$ cat config.mk
export PLATFORM = sky130hd
export DESIGN_NAME = pllc_regs
export DESIGN_NICKNAME = d
export VERILOG_FILES = /design/src/pllc_pkg.sv /design/src/pllc_spi_port.sv /design/src/pllc_regs.sv
export VERILOG_INCLUDE_DIRS = /design/src
export SDC_FILE = /design/constraint.sdc
export NUM_CORES = 1
export LEC_CHECK = 0
export BUFFER_PORTS_ARGS = -buffer_cell sky130_fd_sc_hd__buf_4
export CAP_MARGIN = 20
export CORE_ASPECT_RATIO = 0.6
export CORE_UTILIZATION = 42
export CTS_CLUSTER_SIZE = 8
export DETAILED_ROUTE_END_ITERATION = 8
export HOLD_SLACK_MARGIN = 0.02
export PLACE_DENSITY = 0.68
export SETUP_SLACK_MARGIN = 0.3
export SKIP_LAST_GASP = 1
export SLEW_MARGIN = 20
export SYNTH_ARGS = -nofsm -noshare
export SYNTH_HDL_FRONTEND = slang
export SYNTH_SLANG_ARGS = --single-unit
export TNS_END_PERCENT = 1
$ cat constraint.sdc
create_clock -name clk -period 2.9 [get_ports clk]
set_input_delay 0.435 -clock clk [delete_from_list [all_inputs] [get_ports clk]]
set_output_delay 0.435 -clock clk [all_outputs]
set_load 0.02 [all_outputs]
$ cat src/pllc_cfg.svh
/*
 * Register map, field positions and reset values of the PLL configuration slice.
 * Assumes inclusion by bare name; holds definitions only.
 */
`ifndef PLLC_CFG_SVH
`define PLLC_CFG_SVH

// serial frame layout
`define PLLC_ADDR_W          15
`define PLLC_INSTR_BITS      5'h10
`define PLLC_DATA_BITS       5'h08

// register offsets
`define PLLC_LF3_ADDR        15'h0089
`define PLLC_CP_ADDR         15'h008A
`define PLLC_OSCDIV_ADDR     15'h008B
`define PLLC_PREDIV_ADDR     15'h008C

// loop filter register 3
`define PLLC_LF3_RES3_BYP    7
`define PLLC_LF3_RES1_BYP    6
`define PLLC_LF3_CAP2_BYP    5
`define PLLC_LF3_CAP1_BYP    4
`define PLLC_LF3_RES3_MSB    3
`define PLLC_LF3_RES3_LSB    0
`define PLLC_LF3_BYP_RST     1'h0
`define PLLC_LF3_RES3_RST    4'h8

// charge pump register
`define PLLC_CP_CUR_MSB      5
`define PLLC_CP_CUR_LSB      0
`define PLLC_CP_CUR_RST      6'h20

// oscillator divider register
`define PLLC_OSCDIV_MSB      1
`define PLLC_OSCDIV_LSB      0
`define PLLC_OSCDIV_RST      2'h2

// reference pre-divider register
`define PLLC_PREDIV_MSB      2
`define PLLC_PREDIV_LSB      0
`define PLLC_PREDIV_RST      3'h1

// smallest legal integer feedback word
`define PLLC_FB_WORD_MIN     8'h06

`endif

$ cat src/pllc_pkg.sv
/*
 * Types shared by the PLL configuration slice.
 * Assumes pllc_cfg.svh is compiled alongside.
 */
package pllc_pkg;

   typedef enum logic [1:0]
   {
      PLLC_SPI_IDLE,
      PLLC_SPI_INSTR,
      PLLC_SPI_DATA,
      PLLC_SPI_DONE
   } pllc_spi_state_t;

   typedef logic [7:0] pllc_byte_t;

endpackage

$ cat src/pllc_spi_port.sv
/*
 * Serial control port engine: 16-bit instruction (read flag, 15-bit address), then one data byte, MSB first.
 * Assumes sclk, cs_n and sdi are synchronous to clk and sclk is far slower than clk; sample on sclk rise.
 */
`timescale 1ns/1ps
`include "pllc_cfg.svh"

module pllc_spi_port
   import pllc_pkg::*;
(
   input  wire logic                    clk,
   input  wire logic                    rst,
   input  wire logic                    spi_sclk,
   input  wire logic                    spi_cs_n,
   input  wire logic                    spi_sdi,
   output logic                         spi_sdo,
   output logic                         spi_sdo_oe,
   output logic                         reg_wr_stb,
   output logic [`PLLC_ADDR_W-1:0]      reg_addr,
   output logic [7:0]                   reg_wdata,
   input  wire pllc_byte_t              reg_rdata
);

   pllc_spi_state_t         state_ff;
   logic                    sclk_prev_ff;
   logic [4:0]              cnt_ff;
   logic [15:0]             instr_ff;
   logic [7:0]              wdata_ff;
   logic [7:0]              out_ff;
   logic                    is_read_ff;
   logic                    loaded_ff;
   logic                    wr_stb_ff;
   logic [`PLLC_ADDR_W-1:0] addr_ff;
   logic                    sclk_rise;
   logic                    sclk_fall;

   assign sclk_rise = spi_sclk & ~sclk_prev_ff & ~spi_cs_n;
   assign sclk_fall = ~spi_sclk & sclk_prev_ff & ~spi_cs_n;

   always_ff @(posedge clk or posedge rst)
   begin
      if (rst)
         sclk_prev_ff <= 1'b0;
      else
         sclk_prev_ff <= spi_sclk;
   end

   // frame sequencing; raising cs_n aborts any partial frame without a write
   always_ff @(posedge clk or posedge rst)
   begin
      if (rst)
      begin
         state_ff   <= PLLC_SPI_IDLE;
         cnt_ff     <= 5'h00;
         instr_ff   <= 16'h0000;
         wdata_ff   <= 8'h00;
         is_read_ff <= 1'b0;
         addr_ff    <= '0;
         wr_stb_ff  <= 1'b0;
      end
      else
      begin
         wr_stb_ff <= 1'b0;
         if (spi_cs_n)
         begin
            state_ff <= PLLC_SPI_IDLE;
            cnt_ff   <= 5'h00;
         end
         else
         begin
            unique case (state_ff)
               PLLC_SPI_IDLE:
               begin
                  state_ff <= PLLC_SPI_INSTR;
                  cnt_ff   <= 5'h00;
               end
               PLLC_SPI_INSTR:
               begin
                  if (sclk_rise)
                  begin
                     instr_ff <= {instr_ff[14:0], spi_sdi};
                     cnt_ff   <= cnt_ff + 5'h01;
                     if (cnt_ff == `PLLC_INSTR_BITS - 5'h01)
                     begin
                        is_read_ff <= instr_ff[14];
                        addr_ff    <= {instr_ff[13:0], spi_sdi};
                        cnt_ff     <= 5'h00;
                        state_ff   <= PLLC_SPI_DATA;
                     end
                  end
               end
               PLLC_SPI_DATA:
               begin
                  if (sclk_rise)
                  begin
                     wdata_ff <= {wdata_ff[6:0], spi_sdi};
                     cnt_ff   <= cnt_ff + 5'h01;
                     if (cnt_ff == `PLLC_DATA_BITS - 5'h01)
                     begin
                        wr_stb_ff <= ~is_read_ff;
                        state_ff  <= PLLC_SPI_DONE;
                     end
                  end
               end
               PLLC_SPI_DONE:
               begin
                  // extra clocks in the frame are ignored
                  state_ff <= PLLC_SPI_DONE;
               end
            endcase
         end
      end
   end

   // readback: load on the first falling edge after the address, shift on later ones
   always_ff @(posedge clk or posedge rst)
   begin
      if (rst)
      begin
         out_ff    <= 8'h00;
         loaded_ff <= 1'b0;
      end
      else if (spi_cs_n)
      begin
         loaded_ff <= 1'b0;
      end
      else if (state_ff == PLLC_SPI_DATA && is_read_ff && sclk_fall)
      begin
         if (!loaded_ff)
         begin
            out_ff    <= reg_rdata;
            loaded_ff <= 1'b1;
         end
         else
            out_ff <= {out_ff[6:0], 1'b0};
      end
   end

   assign spi_sdo    = out_ff[7];
   assign spi_sdo_oe = loaded_ff & ~spi_cs_n;
   assign reg_wr_stb = wr_stb_ff;
   assign reg_addr   = addr_ff;
   assign reg_wdata  = wdata_ff;

endmodule

$ cat src/pllc_regs.sv
/*
 * PLL configuration register slice: loop filter 3, charge pump, oscillator divider, reference pre-divider.
 * Assumes the serial port pins are synchronous to clk; res1, cap2 and cap1 filter words and feedback word come from outside.
 */
// Notes on behaviour
// bit 7 bypasses resistor three when word zero
// bit 6 bypasses resistor one when word zero
// bit 5 bypasses capacitor two when word zero
// bit 4 bypasses capacitor one when word zero
// resistor three word bits 3:0, reset 0x8
// pump current bits 5:0, reset 0x20
// divider select reset 2: 4, 8, 16
// software keeps oscillator between 6 and 12 GHz
// reference pre-divider bits 2:0, reset 1
// software keeps reference within 35-80 MHz
// converter clock is ref/prediv times 2B
// reserved bits read zero, ignore writes
`timescale 1ns/1ps
`include "pllc_cfg.svh"

module pllc_regs
   import pllc_pkg::*;
(
   input  wire logic       clk,
   input  wire logic       rst,
   input  wire logic       spi_sclk,
   input  wire logic       spi_cs_n,
   input  wire logic       spi_sdi,
   output logic            spi_sdo,
   output logic            spi_sdo_oe,
   input  wire logic [3:0] filter_res1_value,
   input  wire logic [3:0] filter_cap2_value,
   input  wire logic [3:0] filter_cap1_value,
   input  wire logic [7:0] feedback_word,
   output logic            filter_res3_bypass,
   output logic            filter_res1_bypass,
   output logic            filter_cap2_bypass,
   output logic            filter_cap1_bypass,
   output logic [3:0]      filter_res3_value,
   output logic [5:0]      pump_current_sel,
   output logic [1:0]      osc_to_conv_divider,
   output logic [2:0]      ref_prediv_sel,
   output logic [4:0]      osc_div_ratio,
   output logic            osc_div_valid,
   output logic [4:0]      ref_div_ratio,
   output logic            ref_div_valid,
   output logic [8:0]      feedback_mult,
   output logic            feedback_word_ok
);

   logic [3:0]              byp_ff;
   logic [3:0]              res3_ff;
   logic [5:0]              pump_ff;
   logic [1:0]              oscdiv_ff;
   logic [2:0]              prediv_ff;
   logic                    wr_stb;
   logic [`PLLC_ADDR_W-1:0] reg_addr;
   logic [7:0]              reg_wdata;
   pllc_byte_t              reg_rdata;
   logic                    bypass_c1_ff;
   logic                    bypass_c2_ff;
   logic                    bypass_r1_ff;
   logic                    bypass_r3_ff;
   logic [4:0]              osc_ratio_ff;
   logic [4:0]              ref_ratio_ff;
   logic                    osc_ok_ff;
   logic                    ref_ok_ff;
   logic [8:0]              fb_mult_ff;
   logic                    fb_ok_ff;

   function automatic logic is_zero(input logic [3:0] w);
      return w == 4'h0;
   endfunction

   function automatic logic hit(input logic [`PLLC_ADDR_W-1:0] a, input logic [`PLLC_ADDR_W-1:0] r);
      return wr_stb && a == r;
   endfunction

   pllc_spi_port u_spi
   (
      .clk        (clk),
      .rst        (rst),
      .spi_sclk   (spi_sclk),
      .spi_cs_n   (spi_cs_n),
      .spi_sdi    (spi_sdi),
      .spi_sdo    (spi_sdo),
      .spi_sdo_oe (spi_sdo_oe),
      .reg_wr_stb (wr_stb),
      .reg_addr   (reg_addr),
      .reg_wdata  (reg_wdata),
      .reg_rdata  (reg_rdata)
   );

   // bypass bits {r3, r1, c2, c1} sit in bits 7:4
   always_ff @(posedge clk or posedge rst)
   begin
      if (rst)
      begin
         byp_ff  <= {4{`PLLC_LF3_BYP_RST}};
         res3_ff <= `PLLC_LF3_RES3_RST;
      end
      else if (hit(reg_addr, `PLLC_LF3_ADDR))
      begin
         byp_ff  <= {reg_wdata[`PLLC_LF3_RES3_BYP], reg_wdata[`PLLC_LF3_RES1_BYP],
                     reg_wdata[`PLLC_LF3_CAP2_BYP], reg_wdata[`PLLC_LF3_CAP1_BYP]};
         res3_ff <= reg_wdata[`PLLC_LF3_RES3_MSB:`PLLC_LF3_RES3_LSB];
      end
   end

   always_ff @(posedge clk or posedge rst)
   begin
      if (rst)
         pump_ff <= `PLLC_CP_CUR_RST;
      else if (hit(reg_addr, `PLLC_CP_ADDR))
         pump_ff <= reg_wdata[`PLLC_CP_CUR_MSB:`PLLC_CP_CUR_LSB];
   end

   always_ff @(posedge clk or posedge rst)
   begin
      if (rst)
         oscdiv_ff <= `PLLC_OSCDIV_RST;
      else if (hit(reg_addr, `PLLC_OSCDIV_ADDR))
         oscdiv_ff <= reg_wdata[`PLLC_OSCDIV_MSB:`PLLC_OSCDIV_LSB];
   end

   always_ff @(posedge clk or posedge rst)
   begin
      if (rst)
         prediv_ff <= `PLLC_PREDIV_RST;
      else if (hit(reg_addr, `PLLC_PREDIV_ADDR))
         prediv_ff <= reg_wdata[`PLLC_PREDIV_MSB:`PLLC_PREDIV_LSB];
   end

   // readback; unmapped addresses and reserved bits give zero
   always_comb
   begin
      reg_rdata = 8'h00;
      unique case (reg_addr)
         `PLLC_LF3_ADDR:    reg_rdata = {byp_ff, res3_ff};
         `PLLC_CP_ADDR:     reg_rdata = {2'h0, pump_ff};
         `PLLC_OSCDIV_ADDR: reg_rdata = {6'h00, oscdiv_ff};
         `PLLC_PREDIV_ADDR: reg_rdata = {5'h00, prediv_ff};
         default:           reg_rdata = 8'h00;
      endcase
   end

   // a bypass only takes effect while the matching element word is zero
   always_ff @(posedge clk or posedge rst)
   begin
      if (rst)
      begin
         bypass_r3_ff <= 1'b0;
         bypass_r1_ff <= 1'b0;
         bypass_c2_ff <= 1'b0;
         bypass_c1_ff <= 1'b0;
      end
      else
      begin
         bypass_r3_ff <= byp_ff[3] & is_zero(res3_ff);
         bypass_r1_ff <= byp_ff[2] & is_zero(filter_res1_value);
         bypass_c2_ff <= byp_ff[1] & is_zero(filter_cap2_value);
         bypass_c1_ff <= byp_ff[0] & is_zero(filter_cap1_value);
      end
   end

   // ratio decode; code 00 of the divider select has no ratio and reads as invalid
   always_ff @(posedge clk or posedge rst)
   begin
      if (rst)
      begin
         osc_ratio_ff <= 5'h08;
         osc_ok_ff    <= 1'b1;
      end
      else
      begin
         unique case (oscdiv_ff)
            2'h1:    osc_ratio_ff <= 5'h04;
            2'h2:    osc_ratio_ff <= 5'h08;
            2'h3:    osc_ratio_ff <= 5'h10;
            default: osc_ratio_ff <= 5'h00;
         endcase
         osc_ok_ff <= oscdiv_ff != 2'h0;
      end
   end

   always_ff @(posedge clk or posedge rst)
   begin
      if (rst)
      begin
         ref_ratio_ff <= 5'h02;
         ref_ok_ff    <= 1'b1;
      end
      else
      begin
         unique case (prediv_ff)
            3'h0:    ref_ratio_ff <= 5'h01;
            3'h1:    ref_ratio_ff <= 5'h02;
            3'h2:    ref_ratio_ff <= 5'h04;
            3'h3:    ref_ratio_ff <= 5'h08;
            3'h4:    ref_ratio_ff <= 5'h10;
            default: ref_ratio_ff <= 5'h00;
         endcase
         ref_ok_ff <= prediv_ff <= 3'h4;
      end
   end

   // feedback multiplication is twice the integer word, which must be at least six
   always_ff @(posedge clk or posedge rst)
   begin
      if (rst)
      begin
         fb_mult_ff <= 9'h000;
         fb_ok_ff   <= 1'b0;
      end
      else
      begin
         fb_mult_ff <= {feedback_word, 1'b0};
         fb_ok_ff   <= feedback_word >= `PLLC_FB_WORD_MIN;
      end
   end

   assign filter_res3_bypass  = bypass_r3_ff;
   assign filter_res1_bypass  = bypass_r1_ff;
   assign filter_cap2_bypass  = bypass_c2_ff;
   assign filter_cap1_bypass  = bypass_c1_ff;
   assign filter_res3_value   = res3_ff;
   assign pump_current_sel    = pump_ff;
   assign osc_to_conv_divider = oscdiv_ff;
   assign ref_prediv_sel      = prediv_ff;
   assign osc_div_ratio       = osc_ratio_ff;
   assign osc_div_valid       = osc_ok_ff;
   assign ref_div_ratio       = ref_ratio_ff;
   assign ref_div_valid       = ref_ok_ff;
   assign feedback_mult       = fb_mult_ff;
   assign feedback_word_ok    = fb_ok_ff;

endmodule

## Word-level counts from Yosys, hierarchy flattened

Index checks and enable logic that the tools add are counted.

- Output and inout port bits: 43
- Word-level logic and storage cells: 103
- Flip-flop bits (word level): 101

- Mux-type cells: 21
- Reduce and logical (&&, ||, !) cells: 21
- Equality and inequality tests: 20
- Add/subtract/negate cells: 1
- Bitwise logic cells: 13
- Order comparisons: 2

Operator list:

| cell | count |
|---|---|
| equality test 15 x 8 -> 1 bit, second input constant | 4 |
| case mux 8 bit (4 select lines) | 1 |
| case mux 5 bit (3 select lines) | 2 |
| case mux 5 bit (5 select lines) | 1 |
| 2-to-1 mux 5 bit | 4 |
| logical NOT 4 bit | 4 |
| inequality test 3 x 2 -> 1 bit, second input constant | 4 |
| 2-to-1 mux 2 bit | 5 |
| bitwise AND 1 bit | 9 |
| AND reduction 3 bit | 3 |
| equality test 2 bit, second input constant | 4 |
| >= comparator 8 x 3 -> 1 bit, second input constant | 1 |
| 2-to-1 mux 8 bit | 1 |
| case mux 2 bit (4 select lines) | 1 |
| AND reduction 4 bit | 2 |
| equality test 3 x 2 -> 1 bit, second input constant | 2 |
| logical AND 1 bit | 6 |
| 2-to-1 mux 1 bit | 6 |
| adder 5 x 1 -> 5 bit, second input constant | 1 |
| equality test 5 x 3 -> 1 bit, second input constant | 1 |
| equality test 5 x 4 -> 1 bit, second input constant | 1 |
| equality test 2 x 1 -> 1 bit, second input constant | 2 |
| inverter 1 bit | 4 |
| nonzero test 2 bit | 2 |
| 7 further kinds | 7 |

## Logic depth before layout (Yosys ltp)

Gate-level depths: netlist of the first run.

- Depth in word-level cells: 6
- Mapped depth: 7

## Hierarchy

A second synthesis of the first run with hierarchy kept.

- Cell total of the unflattened synthesis: 313
- Area, all modules: 4226.6 um2

By module, submodules not included:

| module | instances | area each (um2) | cells each |
|---|---|---|---|
| pllc_spi_port | 1 | 2494.9 | 178 |
| pllc_regs | 1 | 1731.7 | 135 |

## Worst setup path before layout of the first run

No wires, ideal clock.

- Kind: register to register
- Start point: reg u_spi.state_ff[0]
- End point: reg u_spi.cnt_ff[3]
- Path slack: 1027 ps
- Clock period less this slack: 1873 ps
- Stages on the path, launching flop included: 7
- Data arrival time: 1786 ps
- Data required time: 2813 ps
- Library setup time: 87 ps
- Cells stage by stage: dfrtp_1 -> inv_1 -> ha_1 -> or3b_1 -> o211a_1 -> or4_1 -> o211ai_1

- Cells in the longest elaborated chain, start to end: 3

Ends and longest elaborated chain:

| item | RTL line | source |
|---|---|---|
| start: declaration | pllc_spi_port.sv:24 | `pllc_spi_state_t state_ff;` |
| start signal: assignment | pllc_spi_port.sv:53 | `state_ff <= PLLC_SPI_IDLE;` |
| start signal: assignment | pllc_spi_port.sv:66 | `state_ff <= PLLC_SPI_IDLE;` |
| start signal: assignment | pllc_spi_port.sv:74 | `state_ff <= PLLC_SPI_INSTR;` |
| equality test 2 bit (tied with other cells) | pllc_spi_port.sv:71 | `unique case (state_ff)` |
| inequality test 3 x 2 -> 1 bit (no source line) (tied with other cells) | n/a |  |
| AND reduction 3 bit (no source line) or 2-to-1 mux 5 bit (tied branches) | n/a |  |
| end signal: assignment | pllc_spi_port.sv:82 | `cnt_ff <= cnt_ff + 5'h01;` |
| end signal: assignment | pllc_spi_port.sv:97 | `cnt_ff <= cnt_ff + 5'h01;` |
| end: declaration | pllc_spi_port.sv:26 | `logic [4:0] cnt_ff;` |

Parallel ways exist; a longest one is shown, timed or not.
A chain may end at the register's enable or synchronous reset.

## Worst setup path after layout of the first run

- Start point: reg u_spi.state_ff[0]
- End point: reg u_spi.wdata_ff[0], in the netlist u_spi.reg_wdata[0]

- Cells in the longest elaborated chain, start to end: 2

Ends and longest elaborated chain:

| item | RTL line | source |
|---|---|---|
| equality test 2 bit | pllc_spi_port.sv:71 |  |
| AND reduction 3 bit (no source line) | n/a |  |
| end signal: assignment | pllc_spi_port.sv:96 | `wdata_ff <= {wdata_ff[6:0], spi_sdi};` |
| end: declaration | pllc_spi_port.sv:28 | `logic [7:0] wdata_ff;` |

Every way passes these cells.

==> results of run 1 <==
==> final cells by class <==
| class | count | area, um^2 | area share |
|---|---|---|---|
| inverters | 11 | 45.0 | 0.00880 |
| clock inverters | 5 | 37.5 | 0.00733 |
| well taps | 130 | 163 | 0.0318 |
| multi-input cells | 193 | 1630 | 0.318 |
| clock buffers | 11 | 243 | 0.0474 |
| flip-flops and latches | 99 | 2490 | 0.486 |
| repair buffers | 67 | 515 | 0.101 |
==> power groups by stage <==
stage | combinational (mW) | sequential [mW] | clock, mW
final | 0.243 | 1.50 | 1.12
after global routing | 0.272 | 1.51 | 1.22
after CTS | 0.246 | 1.50 | 1.16
after detailed placement | 0.244 | 1.53 | 0
after global placement | 0.238 | 1.53 | 0
after floorplan | 0.165 | 1.51 | 0
==> routing by layer <==
| metal | routed length (um) | vias up | global-route usage |
|---|---|---|---|
| li1 | - | 1251 | - |
| met1 | 4070 | 1298 | 0.241 |
| met2 | 3500 | 55 | 0.239 |
| met3 | 353 | 4 | 0.0514 |
| met4 | 36 | 0 | 0.0600 |
| met5 | 0 | - | 0 |
==> how the worst min path moves through the flow <==
stage / depth (start not counted) / start / end
after floorplan: 1 / u_spi.is_read_ff / u_spi.reg_wr_stb
after global placement: 2 / u_spi.out_ff[2] / u_spi.out_ff[2]
after detailed placement: 1 / u_spi.is_read_ff / u_spi.reg_wr_stb
after CTS: 1 / feedback_word[0] / feedback_mult[1]
after global routing: 1 / feedback_word[0] / feedback_mult[1]
final: 2 / rst / feedback_word_ok
==> critical path: stages, from the launching register on <==
cell and delay, ns:
dfrtp_1 0.38, inv_1 0.10, ha_1 0.32, nor2b_1 0.24
nor2b_1 0.72, mux2_2 0.42
==> cell families (layout without fill, tap and decap cells) <==
| family | after synthesis | count (layout) |
|---|---|---|
| AOI/OAI and AO/OA | 36 | 36 |
| xor gates and xnor gates | 1 | 1 |
| adders and majority gates | 6 | 6 |
| buffers and inverters | 21 | 94 |
| DFF | 99 | 99 |
| muxes | 65 | 65 |
| other | 1 | 3 |
| and+or+nand+nor | 82 | 82 |
==> registers in the layout (all words and copies together), names as in the netlist, 2 cells and up <==
register	cells
osc_div_ratio	3
ref_prediv_sel	3
filter_res3_value	4
u_spi.reg_wdata	8
byp_ff	4
u_spi.out_ff	8
osc_to_conv_divider	2
u_spi.instr_ff	15
ref_div_ratio	5
u_spi.reg_addr	15
feedback_mult	8
pump_current_sel	6
u_spi.cnt_ff	5
u_spi.state_ff	2
==> Yosys cell counts, types with 2 or more instances <==
cell type	count	area, um^2
dfrtp_1	91	2280
mux2_2	59	664
nand2_1	19	71.3
inv_1	11	41.3
nor2b_1	10	62.6
dfstp_2	8	210
nand2b_1	7	43.8
nor2_1	7	26.3
a22oi_1	6	45.0
ha_1	6	75.1
mux2i_1	6	60.1
o21ai_0	6	30.0
a21oi_1	5	25.0
buf_2	5	25.0
nor3_1	5	25.0
and2_1	4	25.0
nor3b_1	4	30.0
buf_4	3	22.5
nand3_1	3	15.0
nor4_1	3	18.8
nor4_4	3	63.8
o31ai_1	3	22.5
a31o_2	2	17.5
clkbuf_1	2	7.51
nand2_2	2	12.5
nand3b_1	2	15.0
o21bai_1	2	15.0
o2bb2ai_1	2	17.5
or2_2	2	12.5
==> summary.txt, run 1 <==
STA
  • Endpoints failing hold: 0
  • Relative slew slack: 0.425
  • Max frequency: 436 MHz
  • Setup slack after layout: 0.605 ns
  • Unrepaired setup endpoints after global routing: no
  • Layout Skew: 0.00627 ns
  • Tcrit/Tclk final: 0.791
  • Worst-margin pin slew: 0.861 ns
  • Min Hold Slack: 0.196 ns
  • Minimum clock period: 2.30 ns
  • Max-slew violation count: 0
  • Setup TNS: 0 ns
  • Final setup violation count: 0

Logic synthesis
  • Unique masters post-synth: 52
  • Adder-Cell Fraction of Synth Area: 0.0179
  • Combinational family with the most area after synthesis: multiplexers
  • EDFF count, synth: 0
  • Sequential cell area fraction in the yosys report: 0.592
  • Post-synthesis mux area share: 0.172
  • Simple-Gate Fraction of Synth Area: 0.130
  • Compound-cell area share of the yosys netlist: 0.0619
  • Post-synthesis cell area: 0.00420 mm^2
  • Yosys warnings: 0
  • Post-Synth XOR/XNOR Area: 0.00208
  • Syn_area_per_cell: 13.5 um^2
  • Post-Syn Instances: 311
  • Register bit total from synthesis: 99
  • Dominant synthesized flop cell: dfrtp_1
  • Async set-reset flop share out of synthesis: 1.00

Layout
  • Most frequent cells in the layout: dfrtp_1 (91), buf_4 (66), mux2_2 (59)
  • P&R area growth vs syn: 21.8%
  • Final Cell Area: 0.00512 mm^2
  • Layout cells sized above 1: 0.430
  • Commonest non-fill, non-tap cell in the layout: dfrtp_1
  • Fin cells: 516
  • N_diodes: 0
  • Nets: 412
  • Filler cell count: 803
  • Final design utilization: 0.543

CTS
  • Clock Latency Late Sink: 0.34 ns
  • Clock Sink Count: 99
  • H-tree levels: 3
  • Setup repair bufs after CTS: 0
  • CTS resizes: 0
  • Clock Path Buffers: 2
  • CTS tree: done
  • Hold buffers post-CTS: 0
  • Num CTS Buffers: 9
  • Clock slew at reported path FFs: 0.07 ns
  • Clock root cell: clkbuf_16

Setup path
  • Startpoint types: flip-flop
  • R2r worst-path depth: 5
  • WS Path Type: flip-flop to flip-flop
  • Critical path arrival: 2.52 ns
  • WP data required: 3.13 ns
  • RR Startpoint: u_spi.state_ff[0]
  • Worst setup path end: u_spi.reg_wdata[0]
  • Critical Path Fanout Max: 9
  • Worst R2R End: u_spi.reg_wdata[0]
  • Crit. Startpoint: u_spi.state_ff[0]
  • Endpoint type of the worst setup path: flip-flop
  • R2r setup slk: 0.60 ns

Placed design
  • DP Area: 0.00484 mm^2
  • Gpl congestion: 0.781
  • Port Buffer Count: 64
  • HPWL Detailed: 5.62 mm
  • Worst slack at placement: 0.655 ns
  • Placed insts: 500

Floorplanning
  • Core Area: 0.00943 mm^2
  • Die X: 131 um
  • Starting density of the core: 0.446
  • IO Count: 68
  • # rows: 27
  • Die Y: 79.5 um
  • Area of the die: 0.0104 mm^2

Route
  • Initial DRC count: 117
  • Vias per inst: 5.05
  • TritonRoute pass-1 iters: 4
  • Routed WL per cell: 15.4 um
  • Via Count: 2608
  • DR DRC count: 0
  • Drt total wl: 7.96 mm
  • Number of routed nets with antenna violations: 0

Power
  • Internal power: 2.17 mW
  • Power share of the clock group: 0.390
  • Pwr Total: 2.87 mW
  • LEAKAGE: 2.46 nW
  • Flop pwr share: 0.525
  • Net Switching: 0.700 mW
  • Worst vdd ir: 0.273 mV
  • Pwr/cell area: 560 mW/mm^2
  • Combinational share of power: 0.085
  • Sw frac: 0.244

Status
  • Status: finished, final reports clean

Global route
  • Initial antenna violation count: 0
  • Vias in the first global route: 2629
  • GRT Resource Usage Total: 0.168
  • Largest net degree at the start of global routing: 69
  • Global-route wire length before repair: 13.5 mm
  • Remaining Overflow, GRT: 0

Job
  • Max Cap Violations: 0

Worst hold path
  • Hold/Removal Path Class: primary input to asynchronous set/reset pin
(Power assumes the default switching activity.)
==> run 2, diff against run 1 <==
==> constraint.sdc (replaced) <==
create_clock -name clk -period 2 [get_ports clk]
set_input_delay 0.3 -clock clk [delete_from_list [all_inputs] [get_ports clk]]
set_output_delay 0.3 -clock clk [all_outputs]
set_load 0.02 [all_outputs]
==> summary.txt, run 2 (synthesis results as in run 1) <==
Status
  • Status: finished, final reports clean

Global route
  • Vias in the first global route: 2690 (+2.3%)
  • Largest net degree at the start of global routing: 40 (-42%)
  • Remaining Overflow, GRT: 0 (unchanged)
  • Initial antenna violation count: 0 (unchanged)
  • GRT Resource Usage Total: 0.179 (+0.0107)
  • Global-route wire length before repair: 14.2 mm (+4.7%)

Route
  • Number of routed nets with antenna violations: 0 (unchanged)
  • Routed WL per cell: 15.9 um (+3.0%)
  • Initial DRC count: 126 (+7.7%)
  • TritonRoute pass-1 iters: 4 (unchanged)
  • Vias per inst: 5.04 (-0.27%)
  • Via Count: 2717 (+4.2%)
  • DR DRC count: 0 (unchanged)
  • Drt total wl: 8.56 mm (+7.6%)

STA
  • Final setup violation count: 0 (unchanged)
  • Worst-margin pin slew: 0.607 ns (-0.254 ns)
  • Tcrit/Tclk final: 0.928 (+0.136)
  • Setup TNS: 0 ns (unchanged)
  • Minimum clock period: 1.86 ns (-0.440 ns)
  • Setup slack after layout: 0.145 ns (-0.460 ns)
  • Layout Skew: 0.00795 ns (+0.00168 ns)
  • Unrepaired setup endpoints after global routing: yes
  • Endpoints failing hold: 0 (unchanged)
  • Max-slew violation count: 0 (unchanged)
  • Relative slew slack: 0.594 (+0.169)
  • Max frequency: 539 MHz (+24%)

Setup path
  • WS Path Type: flip-flop to flip-flop
  • Critical path arrival: 2.11 ns (-0.41 ns)
  • Worst R2R End: u_spi.cnt_ff[3]
  • CP dominant cell by count: ha_2
  • WP data required: 2.25 ns (-0.88 ns)
  • Cells along the critical path: ha_2 > and3_4 > ha_2 > nor2b_2 > o21bai_1 > or4_1 > o211ai_1
  • Critical Path Fanout Max: 2 (-7)
  • R2r setup slk: 0.14 ns (-0.46 ns)
  • Slowest CP cell: or4_1
  • Crit. Startpoint: u_spi.cnt_ff[1]
  • RR Startpoint: u_spi.cnt_ff[1]
  • Startpoint types: flip-flop
  • Endpoint type of the worst setup path: flip-flop
  • Delay of the slowest critical-path stage: 0.47 ns (-0.25 ns)
  • Worst setup path end: u_spi.cnt_ff[3]
  • R2r worst-path depth: 7 (+2)

Layout
  • Fin cells: 539 (+4.5%)
  • Commonest non-fill, non-tap cell in the layout: dfrtp_1
  • Most frequent cells in the layout: dfrtp_1 (90), buf_4 (83), mux2_2 (59)
  • P&R area growth vs syn: 29.8%
  • Nets: 435 (+5.6%)
  • Final design utilization: 0.579 (+0.0360)
  • N_diodes: 0 (unchanged)
  • Layout cells sized above 1: 0.506 (+0.0761)
  • Filler cell count: 787 (-2.0%)

Placed design
  • Worst slack at placement: 0.0160 ns (-0.639 ns)
  • Port Buffer Count: 64 (unchanged)
  • HPWL Detailed: 5.92 mm (+5.4%)
  • Placed insts: 511 (+2.2%)
  • Gpl congestion: 0.803 (+2.8%)

Worst hold path
  • Hold/Removal Path Class: primary input to asynchronous set/reset pin

Power
  • LEAKAGE: 2.60 nW (+5.7%)
  • Pwr Total: 4.41 mW (+54%)
  • Pwr/cell area: 807 mW/mm^2 (+44%)
  • Worst vdd ir: 0.453 mV (+66%)

Floorplanning
  • IO Count: 68 (unchanged)
  • Die Y: 79.5 um (unchanged)
  • Core Area: 0.00943 mm^2 (unchanged)
  • # rows: 27 (unchanged)
  • Starting density of the core: 0.446 (unchanged)
  • Area of the die: 0.0104 mm^2 (unchanged)
  • Die X: 131 um (unchanged)

CTS
  • Clock root cell: clkbuf_16
  • Clock Sink Count: 99 (unchanged)
  • Num CTS Buffers: 9 (unchanged)
  • Clock Path Buffers: 2 (unchanged)
  • CTS tree: done
  • Clock slew at reported path FFs: 0.06 ns (about the same)
  • H-tree levels: 3 (unchanged)
  • Hold buffers post-CTS: 0 (unchanged)
  • Clock Latency Late Sink: 0.35 ns (about the same)

Job
  • Max Cap Violations: 0 (unchanged)
==> run 2: cell types whose count changed in the layout (fill, tap and decap cells not counted), sizes merged <==
cell    change
clkinv      -1
bufinv      +1
buf        +23
==> run 2: through the flow <==
| step | hold slack [ns] | cell area [um^2] |
|---|---|---|
| after detailed placement | 0.412 | 4950 |
| after CTS | 0.0395 | 5380 |
| after global placement | 0.406 | 4950 |
| after floorplan | 0.331 | 4220 |
| after global routing | 0.0444 | 5460 |
| final | 0.0310 | 5460 |
==> run 2: final cells by class <==
type / instances / area, um^2 / area share
well taps: 130 / 163 / 0.0298
repair buffers: 90 / 728 / 0.133
clock inverters: 5 / 62.6 / 0.0115
multi-input cells: 193 / 1740 / 0.318
flip-flops and latches: 99 / 2490 / 0.456
inverters: 11 / 45.0 / 0.00825
clock buffers: 11 / 233 / 0.0426
==> run 2: how the worst min path moves through the flow <==
stage | start | end | slack [ns] | cells after the start
finish | rst | feedback_word_ok | 0.03 | 2
global route | feedback_word[0] | feedback_mult[1] | 0.04 | 1
CTS | rst | feedback_mult[3] | 0.04 | 2
detailed placement | rst | feedback_word_ok | 0.41 | 2
global placement | rst | feedback_word_ok | 0.41 | 2
floorplan | feedback_word[0] | feedback_mult[1] | 0.33 | 0
==> run 2: layer usage <==
metal	part of all wire	global-route usage	up-vias
met4	0.015	0.0624	0
met5	0	0	-
met1	0.49	0.250	1347
met2	0.44	0.259	67
li1	-	-	1290
met3	0.055	0.0597	13
==> run 2: repair_timing <==
action,CTS,global route
setup buffers,9,3
pin swaps,10,7
endpoints found under the setup margin,60,72
cloned,0,0
resized for setup,18,11
==> run 2: power by group <==
group,switching (mW),total (mW),internal [mW],leakage (nW)
sequential,0.0892,2.18,2.09,1.30
clock,0.752,1.73,0.977,0.136
combinational,0.227,0.495,0.268,1.16
==> run 2: critical path, delay by kind of cell, from the launching register on <==
family,cells,cell delay (ns)
flip-flops,1,0.39
AO/OA/AOI/OAI,2,0.20
AND/OR/NAND/NOR,3,0.79
adder cells (fa/ha/maj),2,0.38
